--- src/boc_regs.vh ---
// register map, field positions, reset values and timing counts of the object controller
// assumes a 50 MHz system clock; included by the controller and the bench
`ifndef BOC_REGS_VH
`define BOC_REGS_VH
`define BOC_CLK_HZ          50000000
`define BOC_TICK_MS         20
`define BOC_TICK_CYC        ((`BOC_CLK_HZ / 1000) * `BOC_TICK_MS)
`define BOC_BLOCK_LEAD_MS   5
`define BOC_BLOCK_LEAD_CYC  ((`BOC_CLK_HZ / 1000) * `BOC_BLOCK_LEAD_MS)
`define BOC_OFS_CTRL        12'h000
`define BOC_OFS_TRAVERSE    12'h004
`define BOC_OFS_CLOSE_PULSE 12'h008
`define BOC_OFS_OPEN_PULSE  12'h00C
`define BOC_OFS_TERM_TMO    12'h010
`define BOC_OFS_FTRIP_LEN   12'h014
`define BOC_OFS_STATUS      12'h018
`define BOC_OFS_OPEN_OK     12'h01C
`define BOC_OFS_CLOSE_OK    12'h020
`define BOC_OFS_OPEN_FAIL   12'h024
`define BOC_OFS_CLOSE_FAIL  12'h028
`define BOC_OFS_CMD         12'h02C
`define BOC_OFS_LEVEL       12'h030
`define BOC_CTRL_TYPE_LSB   0
`define BOC_CTRL_SYNC_EN    2
`define BOC_CTRL_RDY_EN     3
`define BOC_CTRL_RDY_POL    4
`define BOC_CTRL_DIAG_LVL   5
`define BOC_CTRL_RESET      32'h0000_0041
`define BOC_CMD_CLEAR       0
`define BOC_CMD_DIAG_OPEN   1
`define BOC_CMD_DIAG_CLOSE  2
`define BOC_TYPE_WD_CB      2'h0
`define BOC_TYPE_CB         2'h1
`define BOC_TYPE_DISC_MC    2'h2
`define BOC_TYPE_DISC_GND   2'h3
`define BOC_LVL_CONFIG      2'h2
`define BOC_ST_INTER        2'h0
`define BOC_ST_OPEN         2'h1
`define BOC_ST_CLOSED       2'h2
`define BOC_ST_BAD          2'h3
`define BOC_TRAVERSE_RST    16'h000A
`define BOC_PULSE_RST       16'h000A
`define BOC_TERM_RST        16'h01F4
`define BOC_FTRIP_RST       16'h000A
`endif

--- src/boc_object_ctrl.v ---
// switchgear object controller: position decode, open/close commands, statistics
// assumes APB master on the system clock; status and request pins are asynchronous
//
// The register addresses and the APB slave port were chosen for this implementation.
`timescale 1ns/10ps
`include "boc_regs.vh"

module boc_object_ctrl #(
    parameter TICK_CYC = `BOC_TICK_CYC
) (
    // clock and reset
    input  wire        MCLK_I,
    input  wire        SYS_RST_I,
    // apb slave
    input  wire        PSEL_I,
    input  wire        PENABLE_I,
    input  wire        PWRITE_I,
    input  wire [11:0] PADDR_I,
    input  wire [31:0] PWDATA_I,
    output reg  [31:0] PRDATA_O,
    output reg         PREADY_O,
    output reg         PSLVERR_O,
    // object status pins
    input  wire        OPEN_STATUS_I,
    input  wire        CLOSE_STATUS_I,
    input  wire        CART_INSERTED_INPUT_I,
    input  wire        CART_REMOVED_INPUT_I,
    input  wire        OBJECT_READY_I,
    input  wire        SYNC_PERMIT_I,
    // request sources
    input  wire        LOCAL_OPEN_I,
    input  wire        LOCAL_CLOSE_I,
    input  wire        REMOTE_OPEN_I,
    input  wire        REMOTE_CLOSE_I,
    input  wire        APP_OPEN_I,
    input  wire        APP_CLOSE_I,
    input  wire        OPEN_BLOCK_I,
    input  wire        CLOSE_BLOCK_I,
    input  wire        RECLOSE_EXPECTED_I,
    input  wire [1:0]  ACCESS_LEVEL_I,
    // relay and event outputs
    output reg         OUTPUT_RELAY_OPEN_O,
    output reg         OUTPUT_RELAY_CLOSE_O,
    output reg         FINAL_TRIP_O,
    output reg         CONTROL_ERROR_O
);
    localparam TW = 32;
    localparam S_IDLE = 2'h0;
    localparam S_OPEN = 2'h1;
    localparam S_CLOSE = 2'h2;

    // every pin and request passes a two-stage synchroniser
    localparam NSYNC = 13;
    wire [NSYNC-1:0] pin_raw = {OPEN_STATUS_I, CLOSE_STATUS_I, CART_INSERTED_INPUT_I,
                                CART_REMOVED_INPUT_I, OBJECT_READY_I, SYNC_PERMIT_I,
                                LOCAL_OPEN_I, LOCAL_CLOSE_I, REMOTE_OPEN_I, REMOTE_CLOSE_I,
                                APP_OPEN_I, APP_CLOSE_I, RECLOSE_EXPECTED_I};
    reg  [NSYNC-1:0] sync1_reg;
    reg  [NSYNC-1:0] sync2_reg;
    reg  [NSYNC-1:0] prev_reg;
    reg  [1:0]       blk1_reg;
    reg  [1:0]       blk2_reg;
    reg  [1:0]       lvl1_reg;
    reg  [1:0]       lvl2_reg;

    always @(posedge MCLK_I or posedge SYS_RST_I) begin
        if (SYS_RST_I) begin
            sync1_reg <= {NSYNC{1'b0}};
            sync2_reg <= {NSYNC{1'b0}};
            prev_reg  <= {NSYNC{1'b0}};
            blk1_reg  <= 2'h0;
            blk2_reg  <= 2'h0;
            lvl1_reg  <= 2'h0;
            lvl2_reg  <= 2'h0;
        end else begin
            sync1_reg <= pin_raw;
            sync2_reg <= sync1_reg;
            prev_reg  <= sync2_reg;
            blk1_reg  <= {OPEN_BLOCK_I, CLOSE_BLOCK_I};
            blk2_reg  <= blk1_reg;
            lvl1_reg  <= ACCESS_LEVEL_I;
            lvl2_reg  <= lvl1_reg;
        end
    end

    wire st_open   = sync2_reg[12];
    wire st_close  = sync2_reg[11];
    wire cart_in   = sync2_reg[10];
    wire cart_out  = sync2_reg[9];
    wire ready_in  = sync2_reg[8];
    wire sync_in   = sync2_reg[7];
    wire reclose_x = sync2_reg[0];
    wire [NSYNC-1:0] rise = sync2_reg & ~prev_reg;

    // registers
    reg [31:0] ctrl_reg;
    reg [15:0] traverse_reg;
    reg [15:0] close_pulse_reg;
    reg [15:0] open_pulse_reg;
    reg [15:0] term_reg;
    reg [15:0] ftrip_len_reg;
    reg [31:0] open_ok_reg;
    reg [31:0] close_ok_reg;
    reg [31:0] open_fail_reg;
    reg [31:0] close_fail_reg;
    reg        clear_reg;
    reg        diag_open_reg;
    reg        diag_close_reg;
    reg        error_ev_reg;

    wire [1:0] obj_type = ctrl_reg[`BOC_CTRL_TYPE_LSB+1:`BOC_CTRL_TYPE_LSB];
    wire       apb_wr   = PSEL_I & PENABLE_I & PWRITE_I & PREADY_O;

    function addr_hit;
        input [11:0] a;
        input [11:0] ofs;
        begin
            addr_hit = (a == ofs);
        end
    endfunction

    // 20 ms tick from divider
    reg [TW-1:0] div_reg;
    wire tick = (div_reg == TICK_CYC - 1);
    always @(posedge MCLK_I or posedge SYS_RST_I) begin
        if (SYS_RST_I)
            div_reg <= {TW{1'b0}};
        else if (tick)
            div_reg <= {TW{1'b0}};
        else
            div_reg <= div_reg + 1'b1;
    end

    // position decode with traverse filtering
    reg [1:0]  pos_reg;
    reg [1:0]  cart_reg;
    reg [15:0] trav_cnt_reg;
    reg [1:0]  raw_prev_reg;
    wire [1:0] raw_pos = {st_close, st_open};
    always @(posedge MCLK_I or posedge SYS_RST_I) begin
        if (SYS_RST_I) begin
            pos_reg      <= `BOC_ST_INTER;
            raw_prev_reg <= 2'h0;
            trav_cnt_reg <= 16'h0000;
            cart_reg     <= `BOC_ST_INTER;
        end else begin
            raw_prev_reg <= raw_pos;
            if (raw_pos != raw_prev_reg)
                trav_cnt_reg <= 16'h0000;
            else if (tick && trav_cnt_reg != 16'hFFFF)
                trav_cnt_reg <= trav_cnt_reg + 16'h0001;
            if (raw_pos == 2'b01 || raw_pos == 2'b10)
                pos_reg <= raw_pos;
            else if (trav_cnt_reg >= traverse_reg)
                pos_reg <= (raw_pos == 2'b11) ? `BOC_ST_BAD : `BOC_ST_INTER;
            if (obj_type == `BOC_TYPE_WD_CB)
                cart_reg <= {cart_in, cart_out};
            else
                cart_reg <= `BOC_ST_INTER;
        end
    end

    wire diag_ok = (lvl2_reg >= ctrl_reg[`BOC_CTRL_DIAG_LVL+1:`BOC_CTRL_DIAG_LVL]);
    wire req_open  = rise[6] | rise[4] | rise[2] | (diag_open_reg & diag_ok);
    wire req_close = rise[5] | rise[3] | rise[1] | (diag_close_reg & diag_ok);
    wire can_ctrl  = (obj_type != `BOC_TYPE_DISC_GND);
    wire is_cb     = (obj_type == `BOC_TYPE_WD_CB) || (obj_type == `BOC_TYPE_CB);
    wire sync_bad  = is_cb & ctrl_reg[`BOC_CTRL_SYNC_EN] & ~sync_in;
    wire rdy_bad   = is_cb & ctrl_reg[`BOC_CTRL_RDY_EN] &
                     (ready_in != ctrl_reg[`BOC_CTRL_RDY_POL]);
    wire open_blk  = blk2_reg[1];
    wire close_blk = blk2_reg[0];

    // command state machine
    reg [1:0]  state_reg;
    reg [15:0] pulse_cnt_reg;
    reg [15:0] tmo_cnt_reg;
    reg        pulse_on_reg;
    reg        ok_open_ev;
    reg        ok_close_ev;
    reg        fail_open_ev;
    reg        fail_close_ev;
    reg        trip_ev;
    always @(posedge MCLK_I or posedge SYS_RST_I) begin
        if (SYS_RST_I) begin
            state_reg            <= S_IDLE;
            pulse_cnt_reg        <= 16'h0000;
            tmo_cnt_reg          <= 16'h0000;
            pulse_on_reg         <= 1'b0;
            OUTPUT_RELAY_OPEN_O  <= 1'b0;
            OUTPUT_RELAY_CLOSE_O <= 1'b0;
            ok_open_ev           <= 1'b0;
            ok_close_ev          <= 1'b0;
            fail_open_ev         <= 1'b0;
            fail_close_ev        <= 1'b0;
            trip_ev              <= 1'b0;
            error_ev_reg         <= 1'b0;
        end else begin
            ok_open_ev    <= 1'b0;
            ok_close_ev   <= 1'b0;
            fail_open_ev  <= 1'b0;
            fail_close_ev <= 1'b0;
            trip_ev       <= 1'b0;
            error_ev_reg  <= 1'b0;
            case (state_reg)
                S_IDLE: begin
                    pulse_cnt_reg <= 16'h0000;
                    tmo_cnt_reg   <= 16'h0000;
                    if (req_open) begin
                        if (!can_ctrl || open_blk)
                            fail_open_ev <= 1'b1;
                        else begin
                            state_reg           <= S_OPEN;
                            pulse_on_reg        <= 1'b1;
                            OUTPUT_RELAY_OPEN_O <= 1'b1;
                        end
                    end else if (req_close) begin
                        if (!can_ctrl || close_blk || sync_bad || rdy_bad)
                            fail_close_ev <= 1'b1;
                        else begin
                            state_reg            <= S_CLOSE;
                            pulse_on_reg         <= 1'b1;
                            OUTPUT_RELAY_CLOSE_O <= 1'b1;
                        end
                    end
                end
                S_OPEN, S_CLOSE: begin
                    if (tick) begin
                        pulse_cnt_reg <= pulse_cnt_reg + 16'h0001;
                        tmo_cnt_reg   <= tmo_cnt_reg + 16'h0001;
                    end
                    if (pulse_on_reg && tick && pulse_cnt_reg + 16'h0001 >=
                        ((state_reg == S_OPEN) ? open_pulse_reg : close_pulse_reg)) begin
                        pulse_on_reg         <= 1'b0;
                        OUTPUT_RELAY_OPEN_O  <= 1'b0;
                        OUTPUT_RELAY_CLOSE_O <= 1'b0;
                    end
                    if (pos_reg == ((state_reg == S_OPEN) ? `BOC_ST_OPEN : `BOC_ST_CLOSED)) begin
                        state_reg            <= S_IDLE;
                        pulse_on_reg         <= 1'b0;
                        OUTPUT_RELAY_OPEN_O  <= 1'b0;
                        OUTPUT_RELAY_CLOSE_O <= 1'b0;
                        ok_open_ev           <= (state_reg == S_OPEN);
                        ok_close_ev          <= (state_reg == S_CLOSE);
                        trip_ev              <= (state_reg == S_OPEN) & ~reclose_x;
                    end else if (tick && tmo_cnt_reg + 16'h0001 >= term_reg) begin
                        state_reg            <= S_IDLE;
                        pulse_on_reg         <= 1'b0;
                        OUTPUT_RELAY_OPEN_O  <= 1'b0;
                        OUTPUT_RELAY_CLOSE_O <= 1'b0;
                        error_ev_reg         <= 1'b1;
                        fail_open_ev         <= (state_reg == S_OPEN);
                        fail_close_ev        <= (state_reg == S_CLOSE);
                    end
                end
                default: begin
                    state_reg <= S_IDLE;
                end
            endcase
        end
    end

    // final trip stretcher
    reg [15:0] ftrip_cnt_reg;
    always @(posedge MCLK_I or posedge SYS_RST_I) begin
        if (SYS_RST_I) begin
            FINAL_TRIP_O    <= 1'b0;
            ftrip_cnt_reg   <= 16'h0000;
            CONTROL_ERROR_O <= 1'b0;
        end else begin
            CONTROL_ERROR_O <= error_ev_reg;
            // zero length holds until a close
            if (trip_ev) begin
                FINAL_TRIP_O  <= 1'b1;
                ftrip_cnt_reg <= 16'h0000;
            end else if (FINAL_TRIP_O) begin
                if (ftrip_len_reg == 16'h0000) begin
                    if (ok_close_ev)
                        FINAL_TRIP_O <= 1'b0;
                end else if (tick) begin
                    ftrip_cnt_reg <= ftrip_cnt_reg + 16'h0001;
                    if (ftrip_cnt_reg + 16'h0001 >= ftrip_len_reg)
                        FINAL_TRIP_O <= 1'b0;
                end
            end
        end
    end

    // register writes, command bits self clear
    always @(posedge MCLK_I or posedge SYS_RST_I) begin
        if (SYS_RST_I) begin
            ctrl_reg        <= `BOC_CTRL_RESET;
            traverse_reg    <= `BOC_TRAVERSE_RST;
            close_pulse_reg <= `BOC_PULSE_RST;
            open_pulse_reg  <= `BOC_PULSE_RST;
            term_reg        <= `BOC_TERM_RST;
            ftrip_len_reg   <= `BOC_FTRIP_RST;
            clear_reg       <= 1'b0;
            diag_open_reg   <= 1'b0;
            diag_close_reg  <= 1'b0;
        end else begin
            clear_reg      <= 1'b0;
            diag_open_reg  <= 1'b0;
            diag_close_reg <= 1'b0;
            if (apb_wr) begin
                if (addr_hit(PADDR_I, `BOC_OFS_CTRL))
                    ctrl_reg <= {25'h0, PWDATA_I[6:0]};
                if (addr_hit(PADDR_I, `BOC_OFS_TRAVERSE))
                    traverse_reg <= PWDATA_I[15:0];
                if (addr_hit(PADDR_I, `BOC_OFS_CLOSE_PULSE))
                    close_pulse_reg <= PWDATA_I[15:0];
                if (addr_hit(PADDR_I, `BOC_OFS_OPEN_PULSE))
                    open_pulse_reg <= PWDATA_I[15:0];
                if (addr_hit(PADDR_I, `BOC_OFS_TERM_TMO))
                    term_reg <= PWDATA_I[15:0];
                if (addr_hit(PADDR_I, `BOC_OFS_FTRIP_LEN))
                    ftrip_len_reg <= PWDATA_I[15:0];
                if (addr_hit(PADDR_I, `BOC_OFS_CMD)) begin
                    clear_reg      <= PWDATA_I[`BOC_CMD_CLEAR];
                    diag_open_reg  <= PWDATA_I[`BOC_CMD_DIAG_OPEN];
                    diag_close_reg <= PWDATA_I[`BOC_CMD_DIAG_CLOSE];
                end
            end
        end
    end

    // statistics; an event in the clear cycle still counts as one
    always @(posedge MCLK_I or posedge SYS_RST_I) begin
        if (SYS_RST_I) begin
            open_ok_reg    <= 32'h0000_0000;
            close_ok_reg   <= 32'h0000_0000;
            open_fail_reg  <= 32'h0000_0000;
            close_fail_reg <= 32'h0000_0000;
        end else if (clear_reg) begin
            open_ok_reg    <= {31'h0, ok_open_ev};
            close_ok_reg   <= {31'h0, ok_close_ev};
            open_fail_reg  <= {31'h0, fail_open_ev};
            close_fail_reg <= {31'h0, fail_close_ev};
        end else begin
            open_ok_reg    <= open_ok_reg + {31'h0, ok_open_ev};
            close_ok_reg   <= close_ok_reg + {31'h0, ok_close_ev};
            open_fail_reg  <= open_fail_reg + {31'h0, fail_open_ev};
            close_fail_reg <= close_fail_reg + {31'h0, fail_close_ev};
        end
    end

    // apb read, one wait state, unmapped reads zero with error
    reg [31:0] rd_next;
    reg        hit_next;
    always @* begin
        rd_next  = 32'h0000_0000;
        hit_next = 1'b1;
        case (PADDR_I)
            `BOC_OFS_CTRL:        rd_next = ctrl_reg;
            `BOC_OFS_TRAVERSE:    rd_next = {16'h0, traverse_reg};
            `BOC_OFS_CLOSE_PULSE: rd_next = {16'h0, close_pulse_reg};
            `BOC_OFS_OPEN_PULSE:  rd_next = {16'h0, open_pulse_reg};
            `BOC_OFS_TERM_TMO:    rd_next = {16'h0, term_reg};
            `BOC_OFS_FTRIP_LEN:   rd_next = {16'h0, ftrip_len_reg};
            `BOC_OFS_STATUS:      rd_next = {23'h0, FINAL_TRIP_O, state_reg, ~rdy_bad,
                                             ~sync_bad, cart_reg, pos_reg};
            `BOC_OFS_OPEN_OK:     rd_next = open_ok_reg;
            `BOC_OFS_CLOSE_OK:    rd_next = close_ok_reg;
            `BOC_OFS_OPEN_FAIL:   rd_next = open_fail_reg;
            `BOC_OFS_CLOSE_FAIL:  rd_next = close_fail_reg;
            `BOC_OFS_CMD:         rd_next = 32'h0000_0000;
            `BOC_OFS_LEVEL:       rd_next = {30'h0, lvl2_reg};
            default:              hit_next = 1'b0;
        endcase
    end

    always @(posedge MCLK_I or posedge SYS_RST_I) begin
        if (SYS_RST_I) begin
            PREADY_O  <= 1'b0;
            PRDATA_O  <= 32'h0000_0000;
            PSLVERR_O <= 1'b0;
        end else if (PSEL_I && PENABLE_I && !PREADY_O) begin
            PREADY_O  <= 1'b1;
            PRDATA_O  <= PWRITE_I ? 32'h0000_0000 : rd_next;
            PSLVERR_O <= ~hit_next;
        end else begin
            PREADY_O  <= 1'b0;
            PSLVERR_O <= 1'b0;
        end
    end
endmodule

--- config.mk ---
export PLATFORM = sky130hd
export DESIGN_NAME = boc_object_ctrl
export DESIGN_NICKNAME = d
export VERILOG_FILES = /design/src/boc_object_ctrl.v
export VERILOG_INCLUDE_DIRS = /design/src
export SDC_FILE = /design/constraint.sdc
export NUM_CORES = 1
export LEC_CHECK = 0
export BUFFER_PORTS_ARGS = -buffer_cell sky130_fd_sc_hd__buf_2
export CAP_MARGIN = 20
export CORE_ASPECT_RATIO = 1.2
export CORE_MARGIN = 8
export CORE_UTILIZATION = 55
export CTS_CLUSTER_DIAMETER = 50
export DETAILED_ROUTE_END_ITERATION = 12
export GPL_TIMING_DRIVEN = 1
export PLACE_DENSITY = 0.73
export SLEW_MARGIN = 20
export SYNTH_ARGS = -nofsm -noshare
export SYNTH_HDL_FRONTEND = slang
export SYNTH_SLANG_ARGS = --single-unit
--- constraint.sdc ---
create_clock -name MCLK_I -period 25.8 [get_ports MCLK_I]
set_input_delay 2.58 -clock MCLK_I [delete_from_list [all_inputs] [get_ports MCLK_I]]
set_output_delay 2.58 -clock MCLK_I [all_outputs]
set_load 0.01 [all_outputs]
==> impl_metrics.json, run 1 <==
{
  "status": "finished, final reports clean",
  "cts_tree": "yes",
  "final_hold_viol_count": 0,
  "async_reset_ff_share_pct": 100,
  "num-fill-cells": 3137,
  "final_util_pct": 62.5,
  "fin_nets": 2351,
  "ant_nets": 0,
  "min_path_type": "reg -> reg",
  "synth_nets": 2280,
  "fp-row-count": 78,
  "cp-end-kind": "flop",
  "critical_path_class": "in -> reg",
  "synthToLayoutAreaGrowth_pct": 11.9,
  "coreArea_um2": 37900,
  "min_from": "sync1_reg[2]$_DFF_PP0_",
  "portBuffers": 87,
  "r2r_slack_ps": 21500,
  "synth_ff_type": "dfrtp_1",
  "yosysUniqueCellTypes": 72,
  "ios": 104,
  "synth-seq-cells": 407,
  "min_to": "sync2_reg[2]$_DFF_PP0_",
  "p_per_area_nw_per_um2": 63.6,
  "cts-root-buf": "clkbuf_16",
  "overflow": 0,
  "cts.repair_timing.setup_buffer_count": 0,
  "hold_buffers": 0,
  "cp-start-kind": "input pin",
  "peakVddDrop_mv": 0.0574,
  "cts_htree_levels": 2,
  "drt_wl_total_um": 61300,
  "relSlewSlack_pct": 12.6,
  "yosysWarnings": 0,
  "cts_resized": 0,
  "synth_enable_flop_cells": 0,
  "ff_latch_area_um2": 10200,
  "insertion_delay_ps": 560,
  "rr_worst_depth": 12,
  "path_clk_slew_ps": 60,
  "multi_input_area_um2": 10400,
  "fin_setup_tns_ps": 0,
  "netlist_area_um2": 21200,
  "fin_worst_skew_ps": 25.1,
  "rsz0062_at_grt": "false",
  "cts_sinks": 407,
  "tightest_slew_ps": 1280,
  "routedWlPerCell_um": 22.6,
  "place_congestion": 0.987,
  "hold_depth": 0,
  "required_ps": 26290,
  "cpMostUsedCell": "nor2_1",
  "num_antenna_cells": 0,
  "drive_above_1_share_pct": 12.7,
  "dieArea_um2": 45000,
  "die_w_um": 195,
  "p_leak_nw": 11.1,
  "layout_common_cells": "dfrtp_1, nor2_1, nand2_1",
  "clk_path_buf_depth": 3,
  "cts_buffers": 45,
  "grt_pass1_wl_um": 96200,
  "final-max-slew-violation-count": 0,
  "fmax_ghz": 0.179,
  "cpPeakStageDelay_ps": 800,
  "drc": 0,
  "layout_commonest_cell": "dfrtp_1",
  "fin_crit_sh_pct": 21.7,
  "fin_crit_ps": 5590,
  "synth_area_leaders": "dfrtp_1, ha_1, xnor2_1",
  "ys_seq_area_share_pct": 48.2,
  "grt_max_degree": 108,
  "synth_top_area_share_pct": 46.3,
  "drt_pass1_iterations": 8,
  "path_cells": "buf_2, nor4_1, nand3_1, nor2_1, a222oi_1, and3_1, nor2_1",
  "setup_viol": 0,
  "viasPerCell": 6.30,
  "cp_max_fo": 26,
  "worstPathArrival_ps": 6090,
  "dp.final_hpwl_um": 44900,
  "worstReg2RegStart": "pulse_cnt_reg[0]$_DFFE_PP0P_",
  "grt_pass1_vias": 16900,
  "max-cap-violations": 0,
  "reg2reg_to": "pulse_on_reg$_DFFE_PP0P_",
  "antenna_found_initial": 0,
  "syn_inst": 2130,
  "syn_avg_cell_area_um2": 9.93,
  "drt_iter0_drc": 1315,
  "start_util_pct": 55.9,
  "die_h_um": 231,
  "synth_largest_area_cell": "dfrtp_1",
  "crit_slowest_cell": "nor4_1",
  "grt.total_usage_pct": 27.1,
  "num_vias": 17100
}
==> worst max-delay path: cells and delay by family <==
family,cells,cell delay (ps)
compound gates,1,380
simple gates,5,2780
buf+inv,1,330
==> routing by layer <==
| metal | GRT usage, % | part of all wire, % | vias to the layer above |
|---|---|---|---|
| met1 | 33.3 | 40 | 8565 |
| met4 | 14.1 | 5.7 | 0 |
| met2 | 46.5 | 49 | 585 |
| li1 | - | - | 7790 |
| met5 | 0 | 0 | - |
| met3 | 3.46 | 4.9 | 169 |
==> synth_stat cells, types with 49 or more instances <==
| master | n |
|---|---|
| and3_1 | 51 |
| a21oi_1 | 65 |
| clkbuf_1 | 66 |
| xnor2_1 | 97 |
| xor2_1 | 96 |
| a22oi_1 | 61 |
| nand2_1 | 190 |
| dfrtp_1 | 391 |
| nand3_1 | 105 |
| ha_1 | 84 |
| o21ai_0 | 134 |
| mux2_2 | 49 |
| nand4_1 | 55 |
| nor2_1 | 193 |
| inv_1 | 80 |
==> stage by stage <==
step	setup WS [ps]	cells	instance area (µm²)	power (W)	hold slack [ps]
floorplan	11920	2130	21200	0.000772	331
global placement	19820	2634	22100	0.000814	333
detailed placement	19850	2634	22100	0.000818	335
CTS	20420	2714	23700	0.00152	346
global route	20170	2714	23700	0.00156	343
finish	20210	2714	23700	0.00151	340
==> cells by family after synthesis <==
group           Yosys count  share of synthesized area [%]
compound gates          392                           12.1
xor+xnor                193                           7.99
fa+ha+maj                84                           4.97
buf+inv                 165                           3.00
flops                   407                           48.2
mux                      83                           4.22
simple gates            806                           19.5
==> layout make-up <==
class,count,area share (%)
inverters,80,1.30
clock buffers,60,5.20
well taps,480,2.54
repair buffers,109,2.55
flip-flops and latches,407,43.1
clock inverters,20,1.55
multi-input cells,1558,43.7
==> worst max path at each step <==
stage,start,to,slack (ps)
after detailed placement,PADDR_I[5],PRDATA_O[7]$_DFFE_PP0P_,19850
after global routing,PADDR_I[5],ctrl_reg[1]$_DFFE_PP0P_,20170
after global placement,PADDR_I[5],PRDATA_O[7]$_DFFE_PP0P_,19820
final,PADDR_I[5],PRDATA_O[7]$_DFFE_PP0P_,20210
after CTS,PADDR_I[5],PRDATA_O[7]$_DFFE_PP0P_,20420
after floorplan,SYS_RST_I,CONTROL_ERROR_O$_DFF_PP0_,11920
==> where the power goes <==
group	internal (W)	leakage [nW]	switching, W
registers	0.000657	5.29	0.0000221
clock network	0.000435	0.765	0.000261
logic	0.0000455	5.04	0.0000854
total	0.00114	11.1	0.000368
Power figures use the tool's default switching activity.
==> inputs of run 2 (changes only) <==
Settings changed: PLACE_DENSITY 0.73 to 0.76.
Clock period 25.8 ns to 4.6 ns, I/O delays scaled along.
==> run 2 against run 1 <==
Against the previous run:
- final cell count rose by 1.1%
- die area did not move
- combinational power rose to 5.7 times the previous value
- sequential cell count did not move
- setup slack got worse by 20000 ps
- worst hold slack got worse by 140 ps
- count of clock-buffer cells in the layout rose by 5
- power rose to 5.5 times the previous value
- critical endpoint is now OUTPUT_RELAY_OPEN_O$_DFFE_PP0P_
- highest routed layer unchanged
==> impl_metrics.json, run 2 (synthesis gave the netlist of run 1 again) <==
{
  "status": "finished, final reports clean",
  "ios": 104,
  "fin_crit_ps": 3950,
  "p_leak_nw": 11.2,
  "fin_setup_tns_ps": 0,
  "rsz0062_at_grt": "false",
  "clk_path_buf_depth": 3,
  "worstPathArrival_ps": 4440,
  "relSlewSlack_pct": 27.1,
  "fp-row-count": 78,
  "reg2reg_to": "OUTPUT_RELAY_OPEN_O$_DFFE_PP0P_",
  "cts_tree": "yes",
  "placed_area_um2": 22200,
  "fin_nets": 2379,
  "final_area_um2": 23900,
  "num_vias": 17100,
  "max-cap-violations": 0,
  "fin_worst_skew_ps": 23.0,
  "fin_ws_ps": 651,
  "grt_max_degree": 121,
  "layout_commonest_cell": "dfrtp_1",
  "peakVddDrop_mv": 0.341,
  "worstReg2RegStart": "pulse_cnt_reg[0]$_DFFE_PP0P_",
  "layout_common_cells": "dfrtp_1, nor2_1, nand2_1",
  "cp_max_fo": 6,
  "rr_worst_depth": 12,
  "viasPerCell": 6.24,
  "grt.total_usage_pct": 27.3,
  "tightest_slew_ps": 1090,
  "cts_resized": 0,
  "final_hold_viol_count": 0,
  "grt_pass1_wl_um": 97100,
  "min_path_type": "in -> reg",
  "dp.final_hpwl_um": 44800,
  "drt_pass1_iterations": 5,
  "cts_sinks": 407,
  "routedWlPerCell_um": 22.4,
  "total_power_w": 0.00825,
  "antenna_found_initial": 0,
  "synthToLayoutAreaGrowth_pct": 12.8,
  "cts_htree_levels": 2,
  "required_ps": 5090,
  "drc": 0,
  "cp-end-kind": "flop",
  "cts_buffers": 46,
  "p_per_area_nw_per_um2": 346,
  "dp_worst_setup_slack_ps": 808,
  "coreArea_um2": 37900,
  "min_from": "PWDATA_I[7]",
  "portBuffers": 87,
  "final-max-slew-violation-count": 0,
  "num_antenna_cells": 0,
  "fmax_ghz": 0.253,
  "timing.hold.ws_ps": 201,
  "cts-root-buf": "clkbuf_16",
  "cp-start-kind": "flop",
  "cts.repair_timing.setup_buffer_count": 0,
  "drt_iter0_drc": 1302,
  "ant_nets": 0,
  "r2r_slack_ps": 650,
  "critical_path_class": "reg -> reg",
  "die_w_um": 195,
  "die_h_um": 231,
  "setup_viol": 0,
  "insertion_delay_ps": 580,
  "place_congestion": 0.976,
  "hold_depth": 3,
  "drive_above_1_share_pct": 12.9,
  "drt_wl_total_um": 61400,
  "dieArea_um2": 45000,
  "hold_buffers": 18,
  "start_util_pct": 55.9,
  "grt_pass1_vias": 17200,
  "fin_crit_sh_pct": 85.8,
  "path_clk_slew_ps": 60,
  "overflow": 0,
  "min_to": "term_reg[7]$_DFFE_PP1P_"
}
run 2: cell types whose count changed in the layout (fill, tap and decap cells not counted), sizes merged:
cell	change
clkinvlp	-4
buf	+9
bufinv	-7
inv	+3
dlygate4sd3	+18
clkbuf	+5
clkinv	+6
run 2: stage by stage:
| stage | util, % | std cells |
|---|---|---|
| after floorplan | - | 2130 |
| after global placement | 58.5 | 2643 |
| after detailed placement | 58.5 | 2643 |
| after CTS | 63.0 | 2744 |
| after global routing | 63.0 | 2744 |
| final | 63.0 | 2744 |
run 2: worst max-delay path by stage:
| stage | from | to | slack [ps] | depth (start not counted) |
|---|---|---|---|---|
| 2_1_floorplan | SYS_RST_I | CONTROL_ERROR_O$_DFF_PP0_ | -1330 | 1 |
| 3_3_place_gp | pulse_cnt_reg[0]$_DFFE_PP0P_ | pulse_on_reg$_DFFE_PP0P_ | 810 | 12 |
| 3_5_place_dp | pulse_cnt_reg[0]$_DFFE_PP0P_ | pulse_on_reg$_DFFE_PP0P_ | 810 | 12 |
| 4_1_cts | pulse_cnt_reg[0]$_DFFE_PP0P_ | OUTPUT_RELAY_OPEN_O$_DFFE_PP0P_ | 720 | 12 |
| 5_1_grt | pulse_cnt_reg[0]$_DFFE_PP0P_ | OUTPUT_RELAY_OPEN_O$_DFFE_PP0P_ | 490 | 12 |
| 6_report | pulse_cnt_reg[0]$_DFFE_PP0P_ | OUTPUT_RELAY_OPEN_O$_DFFE_PP0P_ | 650 | 12 |
run 2: power breakdown:
| part | total (W) | internal [W] | leakage, nW | switching, W |
|---|---|---|---|---|
| Combinational | 0.000744 | 0.000269 | 5.16 | 0.000475 |
| Sequential | 0.00381 | 0.00369 | 5.29 | 0.000120 |
| Clock | 0.00370 | 0.00217 | 0.749 | 0.00152 |
run 2: layout make-up:
type / instances / area, µm²
flip-flops and latches: 407 / 10200
clock inverters: 18 / 198
inverters: 80 / 304
multi-input cells: 1558 / 10300
fillers: 3093 / 14000
clock buffers: 65 / 1310
well taps: 480 / 601
repair buffers: 136 / 886
run 2: routing by layer:
layer	global-route usage (%)	share of wire, %	vias up
li1	-	-	7830
met1	33.3	40	8518
met2	45.9	48	588
met3	3.93	5.6	179
met4	15.7	5.9	0
met5	0	0	-
run 2: worst max-delay path: stages (launching register included):
cell and delay, ps:
dfrtp_1 430, ha_1 290, and3_1 330, nor4b_1 650, nand3_1 240, xnor2_1 180, ha_1 310, nand4_1 130
a211o_1 120, o211ai_1 80, a211oi_1 550, o21ai_0 300, o21ai_0 260
